[src/hdl/idr_pkg.sv]
package idr_pkg;
	// =====================================================================
	// bus map (byte addresses)
	localparam logic [7:0]  IDR_CTRL_OFS      = 8'h00;
	localparam logic [7:0]  IDR_STAT_OFS      = 8'h04;
	localparam logic [7:0]  IDR_LAST_OFS      = 8'h08;
	localparam logic [7:0]  IDR_RDAT_OFS      = 8'h0C;
	// =====================================================================
	// ctrl fields
	localparam int          IDR_CTRL_ADDR_LSB = 0;
	localparam int          IDR_CTRL_CHAN_LSB = 8;
	localparam logic [31:0] IDR_CTRL_RST      = 32'h0000_0048;
	localparam logic [31:0] IDR_RDAT_RST      = 32'h0000_0000;
	// =====================================================================
	// two-wire protocol
	localparam logic [3:0]  IDR_CMD_FLEX      = 4'h9;
	localparam logic [3:0]  IDR_CMD_STATIC    = 4'h8;
	localparam int          IDR_FLEX_SEL_POS  = 14;
	localparam int          IDR_FLEX_HI_POS   = 13;
	localparam int          IDR_FLEX_LO_POS   = 12;
	localparam int          IDR_STATIC_ON_POS = 4;
	localparam logic [4:0]  IDR_HS_CODE       = 5'h01;
	localparam logic [1:0]  IDR_REF_OFF       = 2'h0;
	localparam logic [1:0]  IDR_REF_FOLLOW    = 2'h1;
	localparam logic [1:0]  IDR_REF_ALWAYS    = 2'h2;
	localparam logic [1:0]  IDR_REF_STATIC_ON = 2'h3;
endpackage : idr_pkg

[src/hdl/idr_cmd_if.sv]
`timescale 1ns/1ns
interface idr_cmd_if;
	logic        exec;
	logic [23:0] word;
	modport src (output exec, output word);
	modport dst (input exec, input word);
endinterface : idr_cmd_if

[src/hdl/idr_i2c_slave.sv]
// Chosen here: the AHB-Lite interface to the registers and the address map.
`timescale 1ns/1ns
module idr_i2c_slave
	import idr_pkg::*;
(
	input  wire logic       hclk,
	input  wire logic       hresetn,
	input  wire logic       scl_in,
	input  wire logic       sda_in,
	output logic            sda_out,
	output logic            sda_oe,
	output logic            scl_out,
	output logic            scl_oe,
	input  wire logic [6:0] own_addr,
	input  wire logic [7:0] rd_data,
	idr_cmd_if.src          cmd,
	output logic            high_speed_protocol,
	output logic            busy
);
	typedef enum logic [2:0] {
		IDR_IDLE = 3'b000, IDR_ADDR = 3'b001, IDR_WR = 3'b011,
		IDR_ACK  = 3'b010, IDR_RD   = 3'b110, IDR_RACK = 3'b111
	} idr_st_e;

	// =====================================================================
	// two-flop sync, then edge detect on the second stage only
	logic [1:0] scl_s_r, sda_s_r;
	logic       scl_d_r, sda_d_r;
	always_ff @(posedge hclk or negedge hresetn) begin
		if (!hresetn) begin
			scl_s_r <= 2'b11;
			sda_s_r <= 2'b11;
			scl_d_r <= 1'b1;
			sda_d_r <= 1'b1;
		end else begin
			scl_s_r <= {scl_s_r[0], scl_in};
			sda_s_r <= {sda_s_r[0], sda_in};
			scl_d_r <= scl_s_r[1];
			sda_d_r <= sda_s_r[1];
		end
	end
	wire scl   = scl_s_r[1];
	wire sda   = sda_s_r[1];
	wire rise  = scl && !scl_d_r;
	wire fall  = !scl && scl_d_r;
	wire start = scl && scl_d_r && sda_d_r && !sda;
	wire stop  = scl && scl_d_r && !sda_d_r && sda;

	// =====================================================================
	idr_st_e    st_r;
	logic [3:0] bit_r;
	logic [7:0] sh_r;
	logic [1:0] byte_r;
	logic [23:0] word_r;
	logic       ack_r, drv_r, exec_r, hs_r, first_r, rw_r;
	wire        byte_done = rise && bit_r == 4'd7;
	wire [7:0]  cur  = {sh_r[6:0], sda};
	wire        hit  = cur[7:1] == own_addr; // no general call/10-bit
	wire        hsc  = cur[7:3] == IDR_HS_CODE;

	always_ff @(posedge hclk or negedge hresetn) begin
		if (!hresetn) begin
			st_r <= IDR_IDLE; bit_r <= 4'd0; sh_r <= 8'h00; byte_r <= 2'd0;
			word_r <= 24'h00_0000; ack_r <= 1'b0; drv_r <= 1'b0;
			exec_r <= 1'b0; hs_r <= 1'b0; first_r <= 1'b0; rw_r <= 1'b0;
		end else begin
			exec_r <= 1'b0;
			if (stop) begin
				st_r <= IDR_IDLE;
				hs_r <= 1'b0;
				drv_r <= 1'b0;
			end else if (start) begin
				st_r <= IDR_ADDR; bit_r <= 4'd0; drv_r <= 1'b0;
				first_r <= 1'b1;
			end else unique case (st_r)
			IDR_IDLE: ;
			IDR_ADDR, IDR_WR: if (rise) begin
				sh_r  <= cur;
				bit_r <= bit_r + 4'd1;
				if (byte_done) begin
					bit_r <= 4'd0;
					if (st_r == IDR_ADDR) begin
						if (hsc) begin
							hs_r <= 1'b1; // no ack
							st_r <= IDR_IDLE;
						end else begin
							ack_r <= hit;
							rw_r  <= cur[0];
							byte_r <= 2'd0;
							st_r  <= hit ? IDR_ACK : IDR_IDLE;
						end
					end else begin
						// command byte is kept for later data pairs
						word_r <= (byte_r == 2'd0) ? {cur, word_r[15:0]}
							: {word_r[23:16], word_r[7:0], cur};
						ack_r  <= 1'b1;
						st_r   <= IDR_ACK;
					end
				end
			end
			IDR_ACK: begin
				if (fall && !drv_r) drv_r <= 1'b1; // ack in 9th
				else if (fall && drv_r) begin
					drv_r <= 1'b0;
					if (!first_r && byte_r == 2'd2) begin
						exec_r <= 1'b1;
						byte_r <= 2'd1; // later updates need two bytes
					end else if (!first_r) byte_r <= byte_r + 2'd1;
					if (first_r && rw_r) begin
						st_r <= IDR_RD;
						sh_r <= rd_data;
						drv_r <= !rd_data[7];
					end else st_r <= IDR_WR;
					first_r <= 1'b0;
				end
			end
			IDR_RD: if (fall) begin
				bit_r <= bit_r + 4'd1;
				if (bit_r == 4'd7) begin
					drv_r <= 1'b0; bit_r <= 4'd0; st_r <= IDR_RACK;
				end else begin
					sh_r  <= {sh_r[6:0], 1'b0};
					drv_r <= !sh_r[6];
				end
			end
			IDR_RACK: if (rise) begin
				// nack from master ends the read; ack sends another byte
				st_r <= sda ? IDR_IDLE : IDR_RACK;
				if (!sda) begin
					sh_r <= rd_data; bit_r <= 4'd0;
				end
			end else if (fall && !sda_d_r && bit_r == 4'd0) begin
				st_r <= IDR_RD; drv_r <= !sh_r[7];
			end
			default: st_r <= IDR_IDLE;
			endcase
		end
	end
	wire unused_ack = ack_r;

	// open-drain: only ever pull low; slave never drives clock
	assign sda_out  = 1'b0;
	assign sda_oe   = drv_r;
	assign scl_out  = 1'b0;
	assign scl_oe   = 1'b0;
	assign cmd.exec = exec_r;
	assign cmd.word = word_r;
	assign high_speed_protocol  = hs_r;
	assign busy     = st_r != IDR_IDLE;
endmodule : idr_i2c_slave

[src/hdl/idr_ref_ctl.sv]
`timescale 1ns/1ns
module idr_ref_ctl
	import idr_pkg::*;
(
	input  wire logic       hclk,
	input  wire logic       hresetn,
	idr_cmd_if.dst          cmd,
	input  wire logic [7:0] chan_up,
	output logic            flex_mode,
	output logic [1:0]      ref_setting,
	output logic            ref_power_en
);
	logic       flex_r;
	logic [1:0] set_r;
	wire  [3:0] code    = cmd.word[23:20];
	wire        sel     = cmd.word[IDR_FLEX_SEL_POS];
	wire  [1:0] fset    = {cmd.word[IDR_FLEX_HI_POS], cmd.word[IDR_FLEX_LO_POS]};
	wire        st_on   = cmd.word[IDR_STATIC_ON_POS];
	wire        is_flex = cmd.exec && code == IDR_CMD_FLEX;
	wire        is_stat = cmd.exec && code == IDR_CMD_STATIC && !flex_r;

	always_ff @(posedge hclk or negedge hresetn) begin
		if (!hresetn) begin
			flex_r <= 1'b0;
			set_r  <= IDR_REF_OFF;
		end else if (is_flex && !sel) begin
			flex_r <= 1'b0;
			set_r  <= IDR_REF_OFF;
		end else if (is_flex && fset == 2'b00) begin
			flex_r <= 1'b1;
			set_r  <= IDR_REF_FOLLOW;
		end else if (is_flex && fset == 2'b01) begin
			flex_r <= 1'b1;
			set_r  <= IDR_REF_ALWAYS;
		end else if (is_flex && fset == 2'b10 && !st_on) begin
			flex_r <= 1'b1;
			set_r  <= IDR_REF_OFF;
		end else if (is_stat) begin
			set_r  <= st_on ? IDR_REF_STATIC_ON : IDR_REF_OFF;
		end
	end

	assign flex_mode   = flex_r;
	assign ref_setting = set_r;
	// always-on ignores channel power-down; follow and static-on follow channels; off never enables
	assign ref_power_en = (set_r == IDR_REF_ALWAYS)
		|| ((set_r == IDR_REF_FOLLOW || set_r == IDR_REF_STATIC_ON)
		&& |chan_up);
endmodule : idr_ref_ctl

[src/hdl/idr_top.sv]
`timescale 1ns/1ns
module idr_top
	import idr_pkg::*;
(
	input  wire logic        hclk,
	input  wire logic        hresetn,
	input  wire logic        hsel,
	input  wire logic [31:0] haddr,
	input  wire logic [1:0]  htrans,
	input  wire logic        hwrite,
	input  wire logic [2:0]  hsize,
	input  wire logic [31:0] hwdata,
	input  wire logic        hready,
	output logic             hreadyout,
	output logic             hresp,
	output logic [31:0]      hrdata,
	input  wire logic        scl_in,
	output logic             scl_out,
	output logic             scl_oe,
	input  wire logic        sda_in,
	output logic             sda_out,
	output logic             sda_oe,
	output logic             ref_power_en
);
	// =====================================================================
	// bus slave: single-cycle data phase
	logic        wr_r;
	logic [7:0]  ad_r;
	logic [31:0] ctrl_r, rdat_r, last_r;
	wire         take = hsel && hready && htrans[1];
	wire         unused = |{hsize, haddr[31:8]};

	idr_cmd_if   cmd ();
	logic        flex, hs, busy;
	logic [1:0]  rset;

	always_ff @(posedge hclk or negedge hresetn) begin
		if (!hresetn) begin
			wr_r <= 1'b0;
			ad_r <= 8'h00;
		end else begin
			wr_r <= take && hwrite;
			ad_r <= take ? haddr[7:0] : ad_r;
		end
	end
	always_ff @(posedge hclk or negedge hresetn) begin
		if (!hresetn) begin
			ctrl_r <= IDR_CTRL_RST;
			rdat_r <= IDR_RDAT_RST;
			last_r <= 32'h0000_0000;
		end else begin
			if (wr_r && ad_r == IDR_CTRL_OFS) ctrl_r <= hwdata;
			if (wr_r && ad_r == IDR_RDAT_OFS) rdat_r <= hwdata;
			if (cmd.exec) last_r <= {8'h00, cmd.word};
		end
	end
	wire [31:0] stat = {26'h000_0000, busy, hs, ref_power_en, rset, flex};
	assign hrdata = (ad_r == IDR_CTRL_OFS) ? ctrl_r :
		(ad_r == IDR_STAT_OFS) ? stat :
		(ad_r == IDR_LAST_OFS) ? last_r :
		(ad_r == IDR_RDAT_OFS) ? rdat_r : 32'h0000_0000;
	assign hreadyout = 1'b1;
	assign hresp     = 1'b0;

	// =====================================================================
	idr_i2c_slave u_link (
		.hclk     (hclk),
		.hresetn  (hresetn),
		.scl_in   (scl_in),
		.sda_in   (sda_in),
		.sda_out  (sda_out),
		.sda_oe   (sda_oe),
		.scl_out  (scl_out),
		.scl_oe   (scl_oe),
		.own_addr (ctrl_r[IDR_CTRL_ADDR_LSB +: 7]),
		.rd_data  (rdat_r[7:0]),
		.cmd      (cmd),
		.high_speed_protocol  (hs),
		.busy     (busy)
	);
	idr_ref_ctl u_ref (
		.hclk         (hclk),
		.hresetn      (hresetn),
		.cmd          (cmd),
		.chan_up      (ctrl_r[IDR_CTRL_CHAN_LSB +: 8]),
		.flex_mode    (flex),
		.ref_setting  (rset),
		.ref_power_en (ref_power_en)
	);
endmodule : idr_top

[config.mk]
export PLATFORM = sky130hd
export DESIGN_NAME = idr_top
export DESIGN_NICKNAME = d
export VERILOG_FILES = /design/src/hdl/idr_pkg.sv /design/src/hdl/idr_cmd_if.sv /design/src/hdl/idr_i2c_slave.sv /design/src/hdl/idr_ref_ctl.sv /design/src/hdl/idr_top.sv
export SDC_FILE = /design/constraint.sdc
export NUM_CORES = 1
export LEC_CHECK = 0
export BUFFER_PORTS_ARGS = -buffer_cell sky130_fd_sc_hd__buf_2
export CAP_MARGIN = 20
export CORE_UTILIZATION = 55
export CTS_BUF_LIST = sky130_fd_sc_hd__clkbuf_2
export CTS_CLUSTER_DIAMETER = 150
export DETAILED_ROUTE_END_ITERATION = 8
export HOLD_SLACK_MARGIN = 0.12
export PLACE_DENSITY = 0.75
export SETUP_SLACK_MARGIN = 0.15
export SLEW_MARGIN = 20
export SYNTH_ARGS = -nofsm -noshare
export SYNTH_HDL_FRONTEND = slang
export SYNTH_HIERARCHICAL = 1
export SYNTH_SLANG_ARGS = --single-unit
[constraint.sdc]
create_clock -name hclk -period 2.7 [get_ports hclk]
set_clock_uncertainty 0.15 [all_clocks]
set_input_delay 0.54 -clock hclk [delete_from_list [all_inputs] [get_ports hclk]]
set_output_delay 0.54 -clock hclk [all_outputs]
set_load 0.02 [all_outputs]
==> results of run 1 <==
==> cell families after synthesis <==
kind of cell             after synthesis  synth area share
AO/OA/AOI/OAI                         77            0.0739
XOR/XNOR                               9            0.0105
adder cells (fa/ha/maj)                2           0.00333
buffers and inverters                 43            0.0342
flip-flops                           152             0.508
multiplexers                         160             0.261
other                                  3           0.00150
AND/OR/NAND/NOR                      138             0.107
==> layout by cell type (no fill, tap or decap), types with 6 or more instances in the layout <==
cell	Yosys	final
a22oi_1	8	8
dfstp_2	8	8
buf_6	8	6
dlygate4sd3_1	0	45
mux2i_1	18	18
nand3_1	7	7
or2_2	18	16
mux4_2	6	6
o21ai_0	9	9
mux2_2	91	91
buf_4	7	32
dfrtp_1	144	140
nor3_1	8	8
nor2_1	19	18
inv_1	8	8
and3_1	8	7
nand2_1	36	36
clkbuf_2	0	20
a21oi_1	26	24
buf_2	7	76
mux2_1	15	15
mux2_4	30	30
==> metrics by stage <==
step / power (W) / util / cells / instance area [µm²] / worst slack, ps
6_report: 0.00500 / 0.681 / 926 / 9060 / -446
5_1_grt: 0.00527 / 0.681 / 926 / 9060 / -624
4_1_cts: 0.00497 / 0.676 / 922 / 8990 / -541
3_5_place_dp: 0.00370 / 0.614 / 835 / 8170 / 175
3_3_place_gp: 0.00365 / 0.614 / 835 / 8170 / 194
2_1_floorplan: 0.00335 / - / 586 / 7510 / 285
==> worst max-delay path, delay by kind of cell (launching register included) <==
kind | cells | cell delay, ps
mux | 1 | 480
simple gates | 2 | 450
flops | 1 | 430
buf+inv | 2 | 300
compound gates | 1 | 80
==> final timing paths <==
kind	start	endpoint	slack, ps
max in group asynchronous	hresetn	ctrl_r[6]	1490
worst max-delay path	ctrl_r[12]	hrdata[3]	-450
worst min-delay path	hresetn	rdat_r[20]	160
min in group hclk	u_link/sda_s_r[0]	u_link/sda_s_r[1]	220
worst max register to register	u_link/bit_r[0]	u_link/st_r[2]	350
worst min register to register	u_link/sda_s_r[0]	u_link/sda_s_r[1]	220
==> flip-flops by register name, indices dropped and copies added, names as in the netlist, 3 cells and up <==
register	flops
u_link/bit_r	4
u_link/sh_r	8
u_link/st_r	3
u_link/cmd.word	24
rdat_r	32
ad_r	8
last_r	24
ctrl_r	32
==> repair_timing <==
item / 4_1_cts / 5_1_grt
setup endpoints to repair: 33 / 33
pin swaps: 4 / 2
hold endpoints to repair: 219 / 0
setup buffers: 10 / 3
gates cloned: 0 / 1
resized for setup: 26 / 6
hold buffers: 45 / 0
==> power by group through the flow <==
stage	clock (W)	sequential, W	combinational, W
detailed placement	0	0.00276	0.000941
CTS	0.00121	0.00271	0.00106
finish	0.00118	0.00272	0.00110
global route	0.00131	0.00275	0.00120
global placement	0	0.00274	0.000912
floorplan	0	0.00265	0.000703
==> cell type report <==
class,count,share of cell area
flip-flops and latches,152,0.421
multi-input cells,391,0.387
repair buffers,166,0.141
well taps,176,0.0243
clock inverters,12,0.0122
clock buffers,20,0.0110
inverters,9,0.00373
==> routing by layer <==
| layer | track usage | share of wire | vias to the layer above |
|---|---|---|---|
| met3 | 0.0632 | 0.051 | 28 |
| li1 | - | - | 2407 |
| met1 | 0.344 | 0.43 | 2685 |
| met2 | 0.428 | 0.50 | 184 |
| met5 | 0 | 0 | - |
| met4 | 0.0728 | 0.021 | 0 |
==> run summary, run 1 <==
Cell Area, Synth -> 7500 µm²
clock-pin slew on the worst setup and hold paths -> 220 ps
layout cells sized above 1 -> 0.440
Gate power share -> 0.221
Area Growth Syn to Fin -> 20.7%
Fin. Hold Viols -> 0
final worst setup slack -> -446 ps
vias in the first global route -> 5,490
Tightest Hold Check Type -> in -> async
vias -> 5,304
# setup viols final -> 32
layout net count -> 815
initial antenna violation count -> 0
Sequential Power Share -> 0.543
Hold Slack -> 161 ps
remaining global-route overflow -> 0
Worst path slowest cell -> mux4_2
internal power -> 0.00349 W
H-tree levels -> 4
Mapped Avg Cell Area -> 12.8 µm²
Remaining DRCs -> 0
Synth cell types -> 69
first-pass GRT wire length -> 28,300 µm
largest stage delay on the critical path -> 480 ps
TNS Setup -> -5560 ps
slew margin rel. -> 0.612
Pleak -> 4.29 nW
WP data required -> 2010 ps
DR vias/cell -> 5.73
register area -> 3820 µm²
Starting DRT DRC Count -> 490
number of synthesized flops with an enable pin -> 0
Cells after Synth -> 584
top cells by count, synth -> dfrtp_1 (144), mux2_2 (91), nand2_1 (36)
drt wl/cell -> 18.8 µm
Multi-input gate area -> 3500 µm²
failing checks -> negative setup slack
routability cong. -> 0.893
Post-synth ARST share -> 1.00
post-synth top area share -> 0.480
fillers -> 942
final worst-path cycle share -> 1.17
drt total wl -> 17,400 µm
clock sinks -> 152
Antenna Cells -> 0
pin count of the biggest net entering global routing -> 56
worst slew pin tran -> 582 ps
port bufs -> 81
Worst EP arrival -> 2460 ps
dpl hpwl -> 11,300 µm
Die W -> 119 µm
antenna-violating nets left -> 0
Num CTS Buffers -> 17
core area -> 13,300 µm²
area leader, netlist -> dfrtp_1
most frequent cell after synthesis -> dfrtp_1
die area -> 14,100 µm²
ys flop type -> dfrtp_1
sequential area share after synthesis -> 0.508
Worst VDD drop -> 432 µV
RSZ-0062 raised after global routing -> true
Max Slew Vio Count -> 0
Sw Share -> 0.302
starting density of the core -> 0.564
startpoint class of the critical path -> register
# rows -> 42
GRT Overall Usage -> 0.260
number of synthesized register bits -> 152
max-cap viol count -> 0
R2R cell count -> 6
Root Buffer -> clkbuf_2
fmax -> 318 MHz
Yosys warnings -> 6
endpoint class of the critical path -> primary output
Psw -> 0.00151 W
Final Critical Period -> 3150 ps
crit path max fanout -> 2
clk_lat worst skew -> 710 ps
TritonRoute pass-1 iters -> 5
I/O pin cnt -> 115
Max clock buf depth -> 2
Die Y -> 119 µm
power per cell area -> 552 nW/µm²
Crit Path Class -> reg -> out
Clk network pwr share -> 0.236
CTS tree -> done
CP Cell Sequence -> nor4_2 -> buf_4 -> a31oi_4 -> mux4_2 -> and3_4 -> buf_6
status -> finished with violations
Synth area leaders -> dfrtp_1 (48%), mux2_2 (14%), mux2_4 (6.0%), dfstp_2 (2.8%), mux2i_1 (2.4%)
(Power assumes the default switching activity.)
==> run 2, diff against run 1 <==
--- a/config.mk
+++ b/config.mk
@@ -7,14 +7,16 @@
 export LEC_CHECK = 0
 export BUFFER_PORTS_ARGS = -buffer_cell sky130_fd_sc_hd__buf_2
 export CAP_MARGIN = 20
-export CORE_UTILIZATION = 55
+export CELL_PAD_IN_SITES_DETAIL_PLACEMENT = 1
+export CELL_PAD_IN_SITES_GLOBAL_PLACEMENT = 2
+export CORE_UTILIZATION = 40
 export CTS_BUF_LIST = sky130_fd_sc_hd__clkbuf_2
 export CTS_CLUSTER_DIAMETER = 150
 export DETAILED_ROUTE_END_ITERATION = 8
 export HOLD_SLACK_MARGIN = 0.12
-export PLACE_DENSITY = 0.75
+export PLACE_DENSITY = 0.79
 export SETUP_SLACK_MARGIN = 0.15
-export SLEW_MARGIN = 20
+export SLEW_MARGIN = 15
 export SYNTH_ARGS = -nofsm -noshare
 export SYNTH_HDL_FRONTEND = slang
 export SYNTH_HIERARCHICAL = 1
==> run 2 against run 1 <==
  * Flip-flop and latch count unchanged
  * Fmax down 8.6%
  * Sequential share of layout area down 4.3 points
  * Largest cell class is now multi-input combinational cells
  * The run ends with design-rule violations, negative setup slack left
  * Power up 11%
  * Count of clock-buffer cells in the layout down 2
  * Highest routed layer is now met5
  * Critical path type unchanged
  * Sequential power up 1%
  * Largest power group unchanged
==> run summary, run 2 (synthesis gave the netlist of run 1 again) <==
Placed Cells -> 886 (+6.1%)
DR vias/cell -> 5.61 (-2.1%)
worst r2r src -> ad_r[2]
TritonRoute pass-1 iters -> 6 (+1)
vias -> 5,628 (+6.1%)
final instance area -> 10,100 µm² (+11%)
layout net count -> 839 (+2.9%)
Crit Path Class -> reg -> out
Final Util -> 0.556 (-0.126)
die area -> 19,300 µm² (+37%)
RSZ-0062 raised after global routing -> true
I/O pin cnt -> 115 (unchanged)
core area -> 18,100 µm² (+36%)
clock sinks -> 152 (unchanged)
starting density of the core -> 0.413 (-0.151)
routability cong. -> 0.861 (-3.6%)
WP data required -> 2010 ps (about the same)
Starting DRT DRC Count -> 320 (-35%)
Max clock buf depth -> 2 (unchanged)
slew margin rel. -> 0.577 (-0.0346)
power per cell area -> 553 nW/µm² (+0.11%)
Pleak -> 4.54 nW (+5.9%)
failing checks -> design-rule violations, negative setup slack
initial antenna violation count -> 1 (+1)
Remaining DRCs -> 3 (+3)
Area Growth Syn to Fin -> 34.4%
met1 Use GR -> 0.326 (-0.0178)
Die W -> 139 µm (+17%)
Power Total -> 0.00557 W (+11%)
Hold Slack -> 226 ps (+65.1 ps)
Worst VDD drop -> 394 µV (-8.7%)
fillers -> 1,841 (+95%)
most common cell after layout, fill and taps aside -> dfrtp_1
Tightest Hold Check Type -> reg -> reg
status -> finished with violations
R2R cell count -> 9 (+3)
busiest grt layer -> met2
CTS tree -> done
fmax -> 291 MHz (-8.6%)
final worst-path cycle share -> 1.27 (+0.109)
# rows -> 49 (+17%)
clk_lat worst skew -> 760 ps (+50 ps)
dpl hpwl -> 12,900 µm (+14%)
hold_sp -> u_link/sda_s_r[0]
Worst EP arrival -> 2750 ps (+290 ps)
Hold Crit Depth -> 0
startpoint class of the critical path -> register
Fin. Hold Viols -> 0 (unchanged)
Num CTS Buffers -> 17 (unchanged)
worst slew pin tran -> 634 ps (+51.9 ps)
final worst setup slack -> -740 ps (-295 ps)
Die Y -> 139 µm (+17%)
clock-pin slew on the worst setup and hold paths -> 300 ps (+80 ps)
Placed Area -> 8200 µm² (+0.48%)
layout cells sized above 1 -> 0.513 (+0.0729)
R2R Setup Slk -> 300 ps (-50 ps)
remaining global-route overflow -> 0 (unchanged)
port bufs -> 81 (unchanged)
drt wl/cell -> 24.6 µm (+31%)
drt total wl -> 24,600 µm (+42%)
GRT Overall Usage -> 0.251 (-0.00978)
Max Slew Vio Count -> 0 (unchanged)
Final Critical Period -> 3440 ps (+295 ps)
top flop regs -> ctrl_r x32, rdat_r x32
first-pass GRT wire length -> 36,400 µm (+29%)
crit path max fanout -> 2 (unchanged)
fin cells -> 1,004 (+8.4%)
# setup viols final -> 33 (+3.1%)
antenna-violating nets left -> 0 (unchanged)
vias in the first global route -> 6,148 (+12%)
Hold Path End -> u_link/sda_s_r[1]
pin count of the biggest net entering global routing -> 62 (+11%)
most frequent cells in the layout -> dfrtp_1 (141), mux2_2 (91), buf_2 (47)
H-tree levels -> 4 (unchanged)
endpoint class of the critical path -> primary output
Root Buffer -> clkbuf_2
met3 GRT Util -> 0.0494 (-0.0138)
met2 usage -> 0.424 (-0.00439)
max-cap viol count -> 0 (unchanged)
worst reg2reg endpoint -> rdat_r[20]
## run 2: timing repair
action | in CTS | in global routing
pin swaps | 34 | 7
resized for setup | 160 | 36
endpoints found under the hold margin | 203 | 15
endpoints found under the setup margin | 49 | 76
buffers inserted | 21 | 9
gates cloned | 9 | 0
hold buffers | 45 | 1
## run 2: power by group
group	leakage [nW]	internal (W)	switching [W]	total (W)
sequential	1.90	0.00248	0.000281	0.00276
clock	0.140	0.000365	0.000942	0.00131
combinational	2.50	0.000785	0.000723	0.00151
total	4.54	0.00363	0.00195	0.00557
## run 2: cell type report
| class | instances | area, µm² | share of cell area |
|---|---|---|---|
| Timing Repair Buffer | 188 | 1840 | 0.182 |
| Multi-Input combinational cell | 393 | 3880 | 0.384 |
| Sequential cell | 152 | 3820 | 0.379 |
| Clock buffer | 18 | 90.1 | 0.00893 |
| Clock inverter | 14 | 139 | 0.0138 |
| Antenna cell | 1 | 2.50 | 0.000248 |
| Inverter | 9 | 36.3 | 0.00360 |
| Tap cell | 229 | 287 | 0.0284 |
## run 2: critical path, cell delays in order, from the launching register on
cell	delay [ps]
dfrtp_1	490
nor4_4	370
buf_4	200
a31oi_4	100
mux4_2	490
and3_4	200
buf_6	130
## run 2: stage by stage
step	worst slack, ps	TNS, ps
global placement	95.8	0
floorplan	285	0
CTS	-624	-9600
detailed placement	79.1	0
finish	-740	-9460
global route	-851	-14430
## run 2: worst max-delay path by stage
stage                    start          to  slack (ps)
floorplan              ad_r[1]  hrdata[10]         280
global placement    ctrl_r[13]   hrdata[3]         100
detailed placement  ctrl_r[13]   hrdata[3]          80
CTS                 ctrl_r[14]   hrdata[3]        -620
global route        ctrl_r[13]   hrdata[3]        -850
finish              ctrl_r[13]   hrdata[3]        -740
## run 2: metal layers
layer	vias to the layer above	wire (µm)
met3	36	1340
met1	2927	9970
met4	2	510
li1	2481	-
met5	-	31
met2	182	12800
